`src/rtl/tts_regs.svh`:
```
// Register map, field positions, reset values and timing counts of the trigger scheduler
`ifndef TTS_REGS_SVH
`define TTS_REGS_SVH

// ==========================================================
// Register offsets
`define TTS_OFS_CTRL 8'h00
`define TTS_OFS_UPD 8'h04
`define TTS_OFS_TMO 8'h08
`define TTS_OFS_QTRIG 8'h0c
`define TTS_OFS_RTRIG 8'h10
`define TTS_OFS_DATA 8'h14
`define TTS_OFS_STATUS 8'h18
`define TTS_OFS_MASK 8'h1c
`define TTS_OFS_STATE 8'h20

// ==========================================================
// Field positions
`define TTS_CTRL_EN 0
`define TTS_CTRL_MODE 1
`define TTS_CTRL_RTE 3
`define TTS_TMO_RETRY 16
`define TTS_ST_QUERY 0
`define TTS_ST_RESP 1
`define TTS_ST_TMO 2
`define TTS_ST_DISC 3
`define TTS_ST_CFG 4

// ==========================================================
// Reset values and address ranges
`define TTS_UPD_RST 16'h0001
`define TTS_TMO_RST 16'h000a
`define TTS_RETRY_RST 8'h03
`define TTS_QTRIG_RST 11'h200
`define TTS_RTRIG_RST 11'h000
`define TTS_DATA_RST 11'h400
`define TTS_RLO_MAX 11'h1ff
`define TTS_QLO_MIN 11'h200
`define TTS_QLO_MAX 11'h3ff
`define TTS_SHARED_MIN 11'h400
`define TTS_BUF_TOP 11'h7ff

// ==========================================================
// Timing
`define TTS_TICK_MS 10
`define TTS_CLK_KHZ 250000

`endif

```
`src/rtl/tts_pkg.sv`:
```
// Types and helper functions of the trigger scheduler
package tts_pkg;
    `include "tts_regs.svh"

    typedef enum logic [1:0] {M_CYCLIC, M_CHANGE, M_SINGLE, M_TRIGGER} tts_mode_e;
    typedef enum logic [2:0] {S_IDLE, S_MWAIT, S_SCAP, S_TCAP, S_ISSUE, S_WAIT, S_RCAP} tts_fsm_e;

    typedef struct packed {
        logic psel;
        logic penable;
        logic pwrite;
        logic [7:0] paddr;
        logic [31:0] pwdata;
    } tts_apb_req_s;

    typedef struct packed {
        logic pready;
        logic pslverr;
        logic [31:0] prdata;
    } tts_apb_rsp_s;

    typedef struct packed {
        logic rd;
        logic wr;
        logic [10:0] addr;
        logic [7:0] wdata;
    } tts_mem_req_s;

    typedef struct packed {
        logic [31:0] cnt;
        logic tick;
    } tts_tick_s;

    typedef struct packed {
        logic [15:0] cnt;
        logic expire;
    } tts_timer_s;

    typedef struct packed {
        tts_fsm_e fsm;
        tts_fsm_e after;
        logic enable;
        tts_mode_e mode;
        logic resp_trig_en;
        logic [15:0] upd_time;
        logic [15:0] tmo_time;
        logic [7:0] retries;
        logic [7:0] retry_cnt;
        logic [10:0] qtrig_addr;
        logic [10:0] rtrig_addr;
        logic [10:0] data_addr;
        logic [4:0] status;
        logic [4:0] mask;
        logic shot_done;
        logic have_base;
        logic [7:0] last_trig;
        logic [1:0] idx;
        logic [23:0] sample;
        logic [31:0] prev_sample;
        logic upd_restart;
        logic tmo_restart;
        logic query;
        logic irq;
        tts_mem_req_s mem;
        tts_apb_rsp_s rsp;
    } tts_state_s;

    function automatic logic tts_qaddr_ok(input logic [10:0] a);
        return (a >= `TTS_QLO_MIN && a <= `TTS_QLO_MAX) || (a >= `TTS_SHARED_MIN);
    endfunction

    function automatic logic tts_raddr_ok(input logic [10:0] a);
        return (a <= `TTS_RLO_MAX) || (a >= `TTS_SHARED_MIN);
    endfunction

    function automatic logic [15:0] tts_min1(input logic [15:0] v);
        return (v == 16'h0000) ? 16'h0001 : v;
    endfunction
endpackage

```
`src/rtl/tts_sched.sv`:
```
// Transaction trigger scheduler with APB registers and buffer access port
`timescale 1ns/1ps
`default_nettype none
`include "tts_regs.svh"
module tts_sched #(
    parameter int unsigned TICK_CYCLES = `TTS_TICK_MS * `TTS_CLK_KHZ
) (
    input wire logic pclk,
    input wire logic presetn,
    input wire tts_pkg::tts_apb_req_s apb,
    output logic [$bits(tts_pkg::tts_apb_rsp_s)-1:0] apb_rsp,
    output logic [$bits(tts_pkg::tts_mem_req_s)-1:0] mem_req,
    input wire logic [7:0] mem_rdata,
    input wire logic resp_valid,
    output logic query,
    output logic irq
);
    import tts_pkg::*;

    tts_state_s st;
    tts_state_s nx;
    logic tick;
    logic upd_exp;
    logic tmo_exp;
    logic acc;
    logic commit;
    logic [4:0] ev;
    logic [4:0] clr;
    logic [31:0] full;
    logic rebase;

    // ==========================================================
    // Time base
    tts_tick #(
        .CYCLES(TICK_CYCLES)
    ) u_tick (
        .pclk(pclk),
        .presetn(presetn),
        .tick(tick)
    );

    tts_timer u_upd (
        .pclk(pclk),
        .presetn(presetn),
        .restart(st.upd_restart),
        .tick(tick),
        .load(st.upd_time),
        .expire(upd_exp)
    );

    tts_timer u_tmo (
        .pclk(pclk),
        .presetn(presetn),
        .restart(st.tmo_restart),
        .tick(tick),
        .load(st.tmo_time),
        .expire(tmo_exp)
    );

    assign acc = apb.psel && apb.penable;
    assign commit = acc && st.rsp.pready && !st.rsp.pslverr;
    assign full = {mem_rdata, st.sample};

    // ==========================================================
    // Next state
    always_comb begin
        nx = st;
        ev = 5'h00;
        clr = 5'h00;
        rebase = 1'b0;
        nx.query = 1'b0;
        nx.upd_restart = 1'b0;
        nx.tmo_restart = 1'b0;
        nx.mem.rd = 1'b0;
        nx.mem.wr = 1'b0;
        nx.rsp.pready = acc && !st.rsp.pready;

        // Read data captured in the first access cycle
        if (acc && !st.rsp.pready) begin
            nx.rsp.pslverr = 1'b0;
            nx.rsp.prdata = 32'h0000_0000;
            case (apb.paddr)
                `TTS_OFS_CTRL: begin
                    nx.rsp.prdata[`TTS_CTRL_EN] = st.enable;
                    nx.rsp.prdata[`TTS_CTRL_MODE +: 2] = st.mode;
                    nx.rsp.prdata[`TTS_CTRL_RTE] = st.resp_trig_en;
                end
                `TTS_OFS_UPD: nx.rsp.prdata[15:0] = st.upd_time;
                `TTS_OFS_TMO: nx.rsp.prdata = {8'h00, st.retries, st.tmo_time};
                `TTS_OFS_QTRIG: nx.rsp.prdata[10:0] = st.qtrig_addr;
                `TTS_OFS_RTRIG: nx.rsp.prdata[10:0] = st.rtrig_addr;
                `TTS_OFS_DATA: nx.rsp.prdata[10:0] = st.data_addr;
                `TTS_OFS_STATUS: nx.rsp.prdata[4:0] = st.status;
                `TTS_OFS_MASK: nx.rsp.prdata[4:0] = st.mask;
                `TTS_OFS_STATE: nx.rsp.prdata = {5'h00, st.fsm, st.retry_cnt, st.last_trig,
                    6'h00, st.have_base, st.shot_done};
                default: nx.rsp.pslverr = 1'b1;
            endcase
        end

        // Scheduler
        case (st.fsm)
            S_IDLE: begin
                if (st.enable) begin
                    case (st.mode)
                        M_CYCLIC: begin
                            if (upd_exp) begin
                                nx.fsm = S_ISSUE;
                            end
                        end
                        M_CHANGE: begin
                            if (upd_exp) begin
                                nx.mem.rd = 1'b1;
                                nx.mem.addr = st.data_addr;
                                nx.idx = 2'h0;
                                nx.after = S_SCAP;
                                nx.fsm = S_MWAIT;
                            end
                        end
                        M_SINGLE: begin
                            if (!st.shot_done) begin
                                nx.shot_done = 1'b1;
                                nx.fsm = S_ISSUE;
                            end
                        end
                        default: begin
                            nx.mem.rd = 1'b1;
                            nx.mem.addr = st.qtrig_addr;
                            nx.after = S_TCAP;
                            nx.fsm = S_MWAIT;
                        end
                    endcase
                end
            end
            S_MWAIT: nx.fsm = st.after;
            S_SCAP: begin
                if (st.idx != 2'h3) begin
                    nx.sample[{st.idx, 3'b000} +: 8] = mem_rdata;
                    nx.idx = st.idx + 2'h1;
                    nx.mem.rd = 1'b1;
                    nx.mem.addr = st.data_addr + 11'(nx.idx);
                    nx.after = S_SCAP;
                    nx.fsm = S_MWAIT;
                end else begin
                    nx.prev_sample = full;
                    nx.have_base = 1'b1;
                    nx.fsm = (st.have_base && full != st.prev_sample) ? S_ISSUE : S_IDLE;
                end
            end
            S_TCAP: begin
                nx.last_trig = mem_rdata;
                nx.have_base = 1'b1;
                nx.fsm = (st.have_base && mem_rdata != st.last_trig) ? S_ISSUE : S_IDLE;
            end
            S_ISSUE: begin
                nx.query = 1'b1;
                nx.tmo_restart = 1'b1;
                ev[`TTS_ST_QUERY] = 1'b1;
                nx.fsm = S_WAIT;
            end
            S_WAIT: begin
                if (resp_valid) begin
                    ev[`TTS_ST_RESP] = 1'b1;
                    nx.retry_cnt = 8'h00;
                    if (st.resp_trig_en) begin
                        nx.mem.rd = 1'b1;
                        nx.mem.addr = st.rtrig_addr;
                        nx.after = S_RCAP;
                        nx.fsm = S_MWAIT;
                    end else begin
                        nx.fsm = S_IDLE;
                    end
                end else if (tmo_exp && !st.query) begin
                    if (st.retry_cnt < st.retries) begin
                        nx.retry_cnt = st.retry_cnt + 8'h01;
                        ev[`TTS_ST_TMO] = 1'b1;
                        nx.fsm = S_ISSUE;
                    end else begin
                        nx.retry_cnt = 8'h00;
                        ev[`TTS_ST_DISC] = 1'b1;
                        nx.fsm = S_IDLE;
                    end
                end
            end
            S_RCAP: begin
                nx.mem.wr = 1'b1;
                nx.mem.addr = st.rtrig_addr;
                nx.mem.wdata = mem_rdata + 8'h01;
                nx.fsm = S_IDLE;
            end
            default: nx.fsm = S_IDLE;
        endcase

        // Register writes and read side effects
        if (commit && apb.pwrite) begin
            case (apb.paddr)
                `TTS_OFS_CTRL: begin
                    nx.enable = apb.pwdata[`TTS_CTRL_EN];
                    nx.mode = tts_mode_e'(apb.pwdata[`TTS_CTRL_MODE +: 2]);
                    nx.resp_trig_en = apb.pwdata[`TTS_CTRL_RTE];
                    if (nx.mode != st.mode) begin
                        rebase = 1'b1;
                    end
                    if (nx.enable && !st.enable) begin
                        nx.shot_done = 1'b0;
                        rebase = 1'b1;
                        nx.upd_restart = 1'b1;
                    end
                end
                `TTS_OFS_UPD: begin
                    nx.upd_time = apb.pwdata[15:0];
                    nx.upd_restart = 1'b1;
                end
                `TTS_OFS_TMO: begin
                    nx.tmo_time = apb.pwdata[15:0];
                    nx.retries = apb.pwdata[`TTS_TMO_RETRY +: 8];
                end
                `TTS_OFS_QTRIG: begin
                    if (tts_qaddr_ok(apb.pwdata[10:0]) && apb.pwdata[31:11] == 21'h000000) begin
                        nx.qtrig_addr = apb.pwdata[10:0];
                        rebase = 1'b1;
                    end else begin
                        ev[`TTS_ST_CFG] = 1'b1;
                    end
                end
                `TTS_OFS_RTRIG: begin
                    if (tts_raddr_ok(apb.pwdata[10:0]) && apb.pwdata[31:11] == 21'h000000) begin
                        nx.rtrig_addr = apb.pwdata[10:0];
                    end else begin
                        ev[`TTS_ST_CFG] = 1'b1;
                    end
                end
                `TTS_OFS_DATA: begin
                    nx.data_addr = apb.pwdata[10:0];
                    rebase = 1'b1;
                end
                `TTS_OFS_MASK: nx.mask = apb.pwdata[4:0];
                default: nx.mask = st.mask;
            endcase
        end
        // Drop a sample read begun under the old setting
        if (rebase) begin
            nx.have_base = 1'b0;
            if ((nx.fsm == S_MWAIT && nx.after != S_RCAP) || nx.fsm == S_SCAP
                || nx.fsm == S_TCAP) begin
                nx.fsm = S_IDLE;
            end
        end
        if (commit && !apb.pwrite && apb.paddr == `TTS_OFS_STATUS) begin
            clr = st.rsp.prdata[4:0];
        end
        nx.status = (st.status & ~clr) | ev;
        nx.irq = |(nx.status & nx.mask);
    end

    // ==========================================================
    // State register
    always_ff @(posedge pclk or negedge presetn) begin
        if (!presetn) begin
            st <= '0;
            st.upd_time <= `TTS_UPD_RST;
            st.tmo_time <= `TTS_TMO_RST;
            st.retries <= `TTS_RETRY_RST;
            st.qtrig_addr <= `TTS_QTRIG_RST;
            st.rtrig_addr <= `TTS_RTRIG_RST;
            st.data_addr <= `TTS_DATA_RST;
        end else begin
            st <= nx;
        end
    end

    assign apb_rsp = st.rsp;
    assign mem_req = st.mem;
    assign query = st.query;
    assign irq = st.irq;
endmodule
`default_nettype wire

```
`src/rtl/tts_tick.sv`:
```
// Divider giving a one-cycle pulse every 10 ms
`timescale 1ns/1ps
`default_nettype none
module tts_tick #(
    parameter int unsigned CYCLES = 2500000
) (
    input wire logic pclk,
    input wire logic presetn,
    output logic tick
);
    import tts_pkg::*;

    tts_tick_s st;
    tts_tick_s nx;

    always_comb begin
        nx = st;
        nx.tick = 1'b0;
        if (st.cnt >= 32'(CYCLES - 1)) begin
            nx.cnt = 32'h0000_0000;
            nx.tick = 1'b1;
        end else begin
            nx.cnt = st.cnt + 32'h0000_0001;
        end
    end

    always_ff @(posedge pclk or negedge presetn) begin
        if (!presetn) begin
            st <= '0;
        end else begin
            st <= nx;
        end
    end

    assign tick = st.tick;
endmodule
`default_nettype wire

```
`src/rtl/tts_timer.sv`:
```
// Interval timer counting 10 ms ticks down from a loaded value
`timescale 1ns/1ps
`default_nettype none
module tts_timer (
    input wire logic pclk,
    input wire logic presetn,
    input wire logic restart,
    input wire logic tick,
    input wire logic [15:0] load,
    output logic expire
);
    import tts_pkg::*;

    tts_timer_s st;
    tts_timer_s nx;

    always_comb begin
        nx = st;
        nx.expire = 1'b0;
        if (restart) begin
            nx.cnt = tts_min1(load);
        end else if (tick) begin
            if (st.cnt <= 16'h0001) begin
                nx.expire = 1'b1;
                nx.cnt = tts_min1(load);
            end else begin
                nx.cnt = st.cnt - 16'h0001;
            end
        end
    end

    always_ff @(posedge pclk or negedge presetn) begin
        if (!presetn) begin
            st <= '0;
            st.cnt <= 16'h0001;
        end else begin
            st <= nx;
        end
    end

    assign expire = st.expire;
endmodule
`default_nettype wire

```
`config.mk`:
```
export PLATFORM = sky130hd
export DESIGN_NAME = tts_sched
export DESIGN_NICKNAME = d
export VERILOG_FILES = /design/src/rtl/tts_pkg.sv /design/src/rtl/tts_sched.sv /design/src/rtl/tts_tick.sv /design/src/rtl/tts_timer.sv
export VERILOG_INCLUDE_DIRS = /design/src /design/src/rtl
export SDC_FILE = /design/constraint.sdc
export NUM_CORES = 1
export LEC_CHECK = 0
export BUFFER_PORTS_ARGS = -buffer_cell sky130_fd_sc_hd__buf_2
export CAP_MARGIN = 20
export CORE_UTILIZATION = 50
export CTS_BUF_LIST = sky130_fd_sc_hd__clkbuf_8
export CTS_CLUSTER_SIZE = 28
export DETAILED_ROUTE_END_ITERATION = 8
export PLACE_DENSITY = 0.79
export SETUP_SLACK_MARGIN = 0.15
export SYNTH_ARGS = -nofsm -noshare
export SYNTH_HDL_FRONTEND = slang
export SYNTH_SLANG_ARGS = --single-unit
```
`constraint.sdc`:
```
create_clock -name pclk -period 7.07 [get_ports pclk]
set_input_delay 1.0605 -clock pclk [delete_from_list [all_inputs] [get_ports pclk]]
set_output_delay 1.0605 -clock pclk [all_outputs]
set_load 0.05 [all_outputs]
```
# [Word level (Yosys, flattened, before mapping)]
# Cells that the tools add are included.
[totals] out_inout_bits=57 wordCells=239 regBits=295 in_bits=54
[classes] n_shift=2 n_lt_le_gt_ge=8 n_eq_ne=33 bitwise_logic=5 muxes=95 addsub=8 n_reduce_logical=51
[op_table] op="$mux 16" count=6
[op_table] op="$mux 11" count=5
[op_table] op="$pmux 11 s2" count=2
[op_table] op="$pmux 11 s4" count=1
[op_table] op="$mux 3" count=14
[op_table] op="$pmux 4 s9" count=1
[op_table] op="$pmux 6 s6" count=1
[op_table] op="$mux 17" count=2
[op_table] op="$mux 1" count=33
[op_table] op="$add 32x1->32 const B" count=1
[op_table] op="$eq 8x5->1 const B" count=4
[op_table] op="$ge 32x22->1 const B" count=1
[op_table] op="$le 16x1->1 const B" count=2
[op_table] op="$logic_not 16->1" count=2
[op_table] op="$mux 32" count=1
[op_table] op="$ne 32x32->1" count=1
[op_table] op="$sub 16x1->16 const B" count=2
[op_table] op="$mux 26" count=1
[op_table] op="$bwmux 24" count=1
[op_table] op="$mux 8" count=3
[op_table] op="$shift 8x7->24 const A" count=1
[op_table] op="$shiftx 8x7->24" count=1
[op_table] op="$logic_not 21->1" count=1
[op_table] op="$mux 6" count=3
[op_table] op="53 further kinds" count=112

# [Depth between registers and ports, before layout]
# Gate-level depths: netlist (run 1).
[logic_depth] ltp_word=11 mapped_depth=10 mapped_depth_nobuf=9

# [By module]
# A second synthesis (run 1) with hierarchy kept.
[unflattened] hier_cells=1451 area_unflattened_um2=14913.1
[modules_own_cells] mod="tts_sched" area_each_um2=11188.2 instances=1 cells_per_inst=1045 seq_area_each_um2=5564.1
[modules_own_cells] mod="tts_tick" area_each_um2=1481.4 instances=1 cells_per_inst=140 seq_area_each_um2=825.8
[modules_own_cells] mod="tts_timer at u_upd" area_each_um2=1122.3 instances=1 cells_per_inst=133 seq_area_each_um2=426.7
[modules_own_cells] mod="tts_timer at u_tmo" area_each_um2=1121.1 instances=1 cells_per_inst=133 seq_area_each_um2=426.7

# [Least setup slack after synthesis (run 1)]
# No wires, ideal clock.
[synth_timing] kind="input -> register" from="in apb[33] (netlist bit)" to="reg st[198] (netlist bit)" n_path_buf=3 required_time_ns=6.942 arrival_time_ns=2.813 stages=7 path_slack_ns=4.130 setup_ns=0.128 path_cell_list="or2_2 -> clkbuf_1 -> nor4_2 -> and2_1 -> clkbuf_1 -> buf_2 -> mux2_1"
[synth_between] elab_chain_len=2
[synth_lines] element="start, declared" line="tts_sched.sv:10" rtl="input wire tts_pkg::tts_apb_req_s apb,"
[synth_lines] element="$eq 8x4->1" line="tts_sched.sv:196" rtl="case (apb.paddr)"
[synth_lines] element="$reduce_and 2->1 (no line)"
[synth_lines] element="end signal, assigned" line="tts_sched.sv:268" rtl="st <= nx;"
[synth_lines] element="end, declared" line="tts_sched.sv:20" rtl="tts_state_s st;"
# Every way passes these cells.
# A chain may end at the register's enable or synchronous reset.

# [Worst setup path in the final report (run 1)]
[layout_timing] from="in apb[35] (netlist bit)" to="reg st[150] (netlist bit)"
[layout_between] elab_chain_len=2
[layout_lines] element="$eq 8x5->1" line="tts_sched.sv:196"
[layout_lines] element="$reduce_and 3->1 (no line)"
# Every way passes these cells.

==> impl_metrics.ini, run 1 <==
[place]
dpl.cell_count = 1832
portBuffers = 105
dp_hpwl_um = 27100
place.gp.congestion = 0.882
preCtsSetupSlack_ns = 3.03

[setup_path]
timing.critical_path.slowest_cell_delay_ns = 0.95
critical_path_s_top_delay_family = simple AND/OR/NAND/NOR gates
critical_path.n_buffers_inverters = 1
worstPathCellList = buf_2 -> nor4_1 -> nor2b_1 -> o2111a_1 -> mux2_2
critical_path.max_fanout = 26
setup.worst_path.class = input pin to flop
startpoint_type = input pin
cp_slowest_cell = nor4_1
timing.critical_path.required_ns = 7.53
endpoint_kind = flop
arrival_ns = 4.01

[sta]
timing.final.max_slew_violations = 0
final.setup.tns_ns = 0
setup-violations-final = 0
finalCritPeriodShare_pct = 50.2
worst_slew_pin_slew_ns = 1.10
max_clock_freq_ghz = 0.282
clock_skew_ns = 0.0231
slew_margin_rel_pct = 25.9
finalHoldViolations = 0
grt_setup_unrepaired = false
fin_crit_ns = 3.55
worst_setup_slack_final_ns = 3.52

[final_layout]
layout.nets = 1576
finished_layout_cells = 1924
final_cell_utilization_of_the_core_pct = 56.4
drive_gt1_share_pct = 21.0
final_cell_mix = dfrtp_1 (280), nand2_1 (145), nor2_1 (130)
areaGrowthSynthToFinish_pct = 9.69
layout.cells.most_common = dfrtp_1

[power_and_ir_drop]
vdd.ir_drop.worst_uv = 221
leakagePower_nw = 7.50
pwr_dens_mw_per_mm2 = 328

[global_routing]
grt_pass1_wl_um = 62300
vias_in_the_first_global_route = 11400
grtUsageTotal_pct = 25.9
maximum_number_of_pins_on_one_net_before_global_route_repair = 86
antenna_found_initial = 2
grt-ovfl-total = 0

[floorplan]
area_of_the_core_region_mm2 = 0.0290
std_cell_rows = 62
initial_utilization_pct = 51.4
design.portCount = 111
die_ht_um = 175
dieArea_mm2 = 0.0305
dieWidth_um = 175

[clocking]
tritoncts = built
post_cts_setup_buffer_count = 0
cts_hold_repair.buffers = 0
cts_buffers = 49
insertion_delay_ns = 0.59
cts_resized = 0
clock-root-buffer = clkbuf_8
max-clock-path-buffers = 3
cts_clk_pin_slew_worst_paths_ns = 0.06
htree_num_levels = 2
cts_sinks = 289

[routing]
met1_length_um = 16500
post-route-drc-count = 0
initialDrtViolationCount = 1069
firstDrtPassIters = 5
drt-wirelength-per-cell_um = 20.0
detail-route-antenna-nets = 0
vias_per_cell = 6.01
dr_total_vias = 11600
routed-wl-met2_um = 17600
met3_wirelength_um = 2770
top_layer_used = met5
final_wl_um = 38500

[logic_synthesis]
netlist_area_mm2 = 0.0149
synth_seq_cells = 289
edff_count_synth = 0
async_reset_ff_share_pct = 100
synth_ff_type = dfrtp_1
synth_warnings = 0
synthesized_instance_count = 1453
syn_area_per_cell_um2 = 10.3
synth_seq_area_share_pct = 48.5
ys_types = 84

[status]
status = finished, final reports clean

[hold_path]
holdCritPathClass = flop to flop

[job]
max-cap-violations = 0
sequential cells by signal, indices dropped and copies added, names as in the netlist, 16 cells and up, named ones only:
| register | flops |
|---|---|
| apb_rsp | 29 |
| mem_req | 21 |
| st | 146 |
| u_tick.st | 32 |
| u_tmo.st | 16 |
| u_upd.st | 16 |
layer usage:
layer,GRT usage [%],up-vias
li1,-,5247
met1,35.7,5733
met2,40.0,471
met3,4.05,117
met4,12.4,2
met5,0,-
final timing paths:
path,from,endpoint,slack [ns],cells past startpoint
hold / removal,apb_rsp[24],apb_rsp[24],0.47,2
min in group asynchronous,presetn,asynchronous set/reset pin,0.49,1
hold reg to reg,apb_rsp[24],apb_rsp[24],0.47,2
setup / recovery,apb[35],st[150],3.52,5
max in group asynchronous,presetn,mem_req[11],5.16,2
setup reg to reg,u_upd.st[9],u_upd.st[8],4.16,6
cell families (layout without fill, tap and decap cells):
logic type,Yosys count,after routing,synth area share [%]
flops,289,289,48.5
other cells,1,16,0.0251
mux,142,142,10.8
xor+xnor,81,81,4.75
simple gates,494,494,16.4
compound gates,256,256,11.7
buf+inv,168,240,5.84
fa+ha+maj,22,22,1.89
power by group:
part           switching (mW)  total, mW  internal [mW]
Clock                   0.691       1.54          0.844
Combinational           0.936       1.51          0.571
Sequential              0.349       2.33           1.98
Total                    1.98       5.37           3.40
through the flow:
stage,instance area (µm²),hold WS (ns),power (mW)
after floorplan,15000,0.440,3.52
after global placement,15300,0.456,3.78
after detailed placement,15300,0.452,3.84
after CTS,16400,0.475,5.39
after global routing,16400,0.511,5.69
final,16400,0.467,5.37
worst reg2reg max path, delay by kind of cell, from the launching register on:
family | cells | cell delay, ns
simple gates | 4 | 1.92
flops | 1 | 0.41
compound gates | 2 | 0.47
final cells by class:
cell class,instances,area [µm²]
multi-input cells,1010,6870
inverters,33,124
well taps,384,480
repair buffers,117,631
clock inverters,26,135
flip-flops and latches,289,7240
diodes,1,2.50
clock buffers,64,881
fillers,2489,12600
cells in the mapped netlist (31+ instances only):
| master | instances | area share [%] |
|---|---|---|
| dfrtp_1 | 280 | 47 |
| nand2_1 | 145 | 3.6 |
| nor2_1 | 131 | 3.3 |
| mux2_2 | 100 | 7.5 |
| o21ai_0 | 69 | 2.3 |
| xnor2_1 | 61 | 3.6 |
| clkbuf_1 | 59 | 1.5 |
| buf_4 | 57 | 2.9 |
| nor3_1 | 41 | 1.4 |
| a21oi_1 | 37 | 1.2 |
| inv_1 | 31 | 0.78 |
| nand3_1 | 31 | 1.0 |
Power figures use the tool's default switching activity.
==> run 2: changes to the inputs <==
--- a/config.mk
+++ b/config.mk
@@ -6,13 +6,14 @@
 export SDC_FILE = /design/constraint.sdc
 export NUM_CORES = 1
 export LEC_CHECK = 0
+export ABC_AREA = 1
 export BUFFER_PORTS_ARGS = -buffer_cell sky130_fd_sc_hd__buf_2
 export CAP_MARGIN = 20
 export CORE_UTILIZATION = 50
 export CTS_BUF_LIST = sky130_fd_sc_hd__clkbuf_8
 export CTS_CLUSTER_SIZE = 28
 export DETAILED_ROUTE_END_ITERATION = 8
-export PLACE_DENSITY = 0.79
+export PLACE_DENSITY = 0.82
 export SETUP_SLACK_MARGIN = 0.15
 export SYNTH_ARGS = -nofsm -noshare
 export SYNTH_HDL_FRONTEND = slang
==> constraint.sdc (replaced) <==
create_clock -name pclk -period 3.03 [get_ports pclk]
set_input_delay 0.4545 -clock pclk [delete_from_list [all_inputs] [get_ports pclk]]
set_output_delay 0.4545 -clock pclk [all_outputs]
set_load 0.05 [all_outputs]
==> run 2 against run 1 <==
Die area up 1.0%. Setup slack worse by 3.0 ns. Register-to-register slack worse by 3.7 ns. Routed wire length up 6.0%. Combinational power rose to 2.8 times the previous value. Worst hold slack worse by 0.35 ns. Cell count up 22%. Cell area up 2.5%. Synthesized area up 1.0%. Clock power rose to 2.6 times the previous value. Non-clock buffer count up 9.
==> impl_metrics.ini, run 2 <==
[routing]
drt-wirelength-per-cell_um = 17.4
vias_per_cell = 5.63
firstDrtPassIters = 6
initialDrtViolationCount = 1306
dr_total_vias = 13200
post-route-drc-count = 0
final_wl_um = 40800
detail-route-antenna-nets = 0

[final_layout]
layout.cells.most_common = nand2_1
final_cell_mix = nand2_1 (397), dfrtp_1 (280), inv_1 (236)
largest_reg_flops = 146
layout.filler_cells = 2615
areaGrowthSynthToFinish_pct = 11.3
layout.nets = 1996
top_register = st
finished_layout_cells = 2350
layout.cell_area.non_filler_mm2 = 0.0168
drive_gt1_share_pct = 13.1
final_cell_utilization_of_the_core_pct = 56.6

[sta]
worst_hold_check_slack_ns = 0.114
finalCritPeriodShare_pct = 84.2
timing.final.max_slew_violations = 0
grt_setup_unrepaired = false
final.setup.tns_ns = 0
clock_skew_ns = 0.0230
max_clock_freq_ghz = 0.392
slew_margin_rel_pct = 42.7
fin_crit_ns = 2.55
finalHoldViolations = 0
setup-violations-final = 0
worst_slew_pin_slew_ns = 0.857

[floorplan]
die_ht_um = 176
dieArea_mm2 = 0.0308
std_cell_rows = 63
initial_utilization_pct = 50.9
design.portCount = 111
dieWidth_um = 176
area_of_the_core_region_mm2 = 0.0296

[status]
status = finished, final reports clean

[place]
dpl.cell_count = 2258
placedInstanceArea_mm2 = 0.0156
portBuffers = 105
dp_hpwl_um = 29500
place.gp.congestion = 0.985

[clocking]
cts_sinks = 289
clock-root-buffer = clkbuf_8
cts_resized = 0
max-clock-path-buffers = 3
cts_buffers = 49
insertion_delay_ns = 0.58
tritoncts = built
cts_clk_pin_slew_worst_paths_ns = 0.06
htree_num_levels = 2
post_cts_setup_buffer_count = 0

[logic_synthesis]
synthesized_instance_count = 1841
synthTopCellsByCount = nand2_1 (397), dfrtp_1 (280), inv_1 (229)
synthTopCellsByArea = dfrtp_1 (46%), nand2_1 (9.9%), o21ai_0 (6.6%)
synth_seq_area_share_pct = 48.0
netlist_area_mm2 = 0.0151
synth_ff_type = dfrtp_1
ys_types = 56
async_reset_ff_share_pct = 100
edff_count_synth = 0
dominant_cell_by_count_in_the_synthesized_netlist = nand2_1
synth_seq_cells = 289
synth_area_leader_cell = dfrtp_1
yosysTopAreaCellShare_pct = 46.5
synth_warnings = 0
syn_area_per_cell_um2 = 8.19

[hold_path]
holdCritPathClass = input pin to flop

[power_and_ir_drop]
pwr_dens_mw_per_mm2 = 806
leakagePower_nw = 7.94
vdd.ir_drop.worst_uv = 385

[setup_path]
timing.critical_path.slowest_cell_delay_ns = 0.46
critical_path.max_fanout = 7
worstPathCellList = inv_1 -> ha_1 -> ha_1 -> a21oi_1 -> nor2_1 -> nand2_1 -> nor3_1 -> nand2_1 -> o21ai_0 -> o211ai_1 -> a21oi_1
startpoint_type = flop
setup.worst_path.class = flop to flop
cp_slowest_cell = dfrtp_1
timing.critical_path.required_ns = 3.52
arrival_ns = 3.04
endpoint_kind = flop

[global_routing]
grtUsageTotal_pct = 26.6
antenna_found_initial = 2
grt-ovfl-total = 0
maximum_number_of_pins_on_one_net_before_global_route_repair = 73
vias_in_the_first_global_route = 12500
grt_pass1_wl_um = 64900

[job]
max-cap-violations = 0
==> run 2: changes by cell type in the layout (fill, tap and decap cells not counted), moves of 16 or more <==
cell     before  now
mux2_2      100    0
nor2_1      130  153
nor3_1       41   23
nand4_1      18   40
inv_1        49  236
nand3_1      31   93
xnor2_1      61   32
o21ai_0      68  198
nand2_1     145  397
mux2_1       16    0
mux2i_1      22    0
==> run 2: per-layer routing <==
| metal | vias to the layer above | global-route usage [%] | part of all wire (%) |
|---|---|---|---|
| li1 | 6153 | - | - |
| met5 | - | 0 | 0 |
| met2 | 667 | 40.3 | 44 |
| met3 | 120 | 6.00 | 9.7 |
| met1 | 6282 | 36.6 | 42 |
| met4 | 0 | 11.3 | 4.1 |
==> run 2: cell families (layout without fill, tap and decap cells) <==
group	Yosys count	in the layout	synth area share, %
AOI/OAI and AO/OA	358	358	13.7
xor gates and xnor gates	60	60	3.49
adders and majority gates	22	22	1.88
buffers and inverters	348	451	10.6
DFF	289	289	48.0
other	1	17	0.0249
and+or+nand+nor	763	763	22.3
==> run 2: critical path: cells and delay by family, from the launching register on <==
family          cells  cell delay [ns]
flops               1             0.46
fa+ha+maj           2             0.65
simple gates        4             0.68
buf+inv             1             0.15
compound gates      4             0.53
==> run 2: final cells by class <==
type	count	area, µm²	area share, %
sequential	289	7240	43.2
multi-input combinational	1218	6290	37.5
clock buffer	65	895	5.33
inverter	236	887	5.29
timing repair buffer	126	746	4.44
tap	390	488	2.91
clock inverter	24	228	1.36
antenna	2	5.00	0.0298
==> run 2: path summary, 6_finish.rpt <==
check	from	endpoint	slack, ns	depth (start not counted)
max in group asynchronous	presetn	st[64]	1.80	3
hold / removal	apb[7]	st[166]	0.11	3
setup / recovery	st[115]	mem_req[17]	0.48	11
setup reg to reg	st[115]	mem_req[17]	0.48	11
min in group asynchronous	presetn	apb_rsp[5]	0.46	2
hold reg to reg	mem_req[4]	mem_req[4]	0.49	2
==> run 2: power breakdown <==
group | internal, mW | total, mW | leakage [nW] | switching, mW
combinational | 1.38 | 4.20 | 3.65 | 2.82
sequential | 4.70 | 5.40 | 3.68 | 0.701
clock | 2.27 | 3.93 | 0.607 | 1.65
==> run 2: stage by stage <==
step | setup WS (ns) | power (mW)
2_1_floorplan | 0.699 | 8.65
3_3_place_gp | 0.662 | 9.37
3_5_place_dp | 0.571 | 9.58
4_1_cts | 0.484 | 13.5
5_1_grt | 0.256 | 14.3
6_report | 0.478 | 13.5
==> run 2: repair_timing <==
action                                  in CTS  in global routing
hold buffers                                 1                  0
endpoints found under the hold margin       62                  0
endpoints found under the setup margin       0                  0
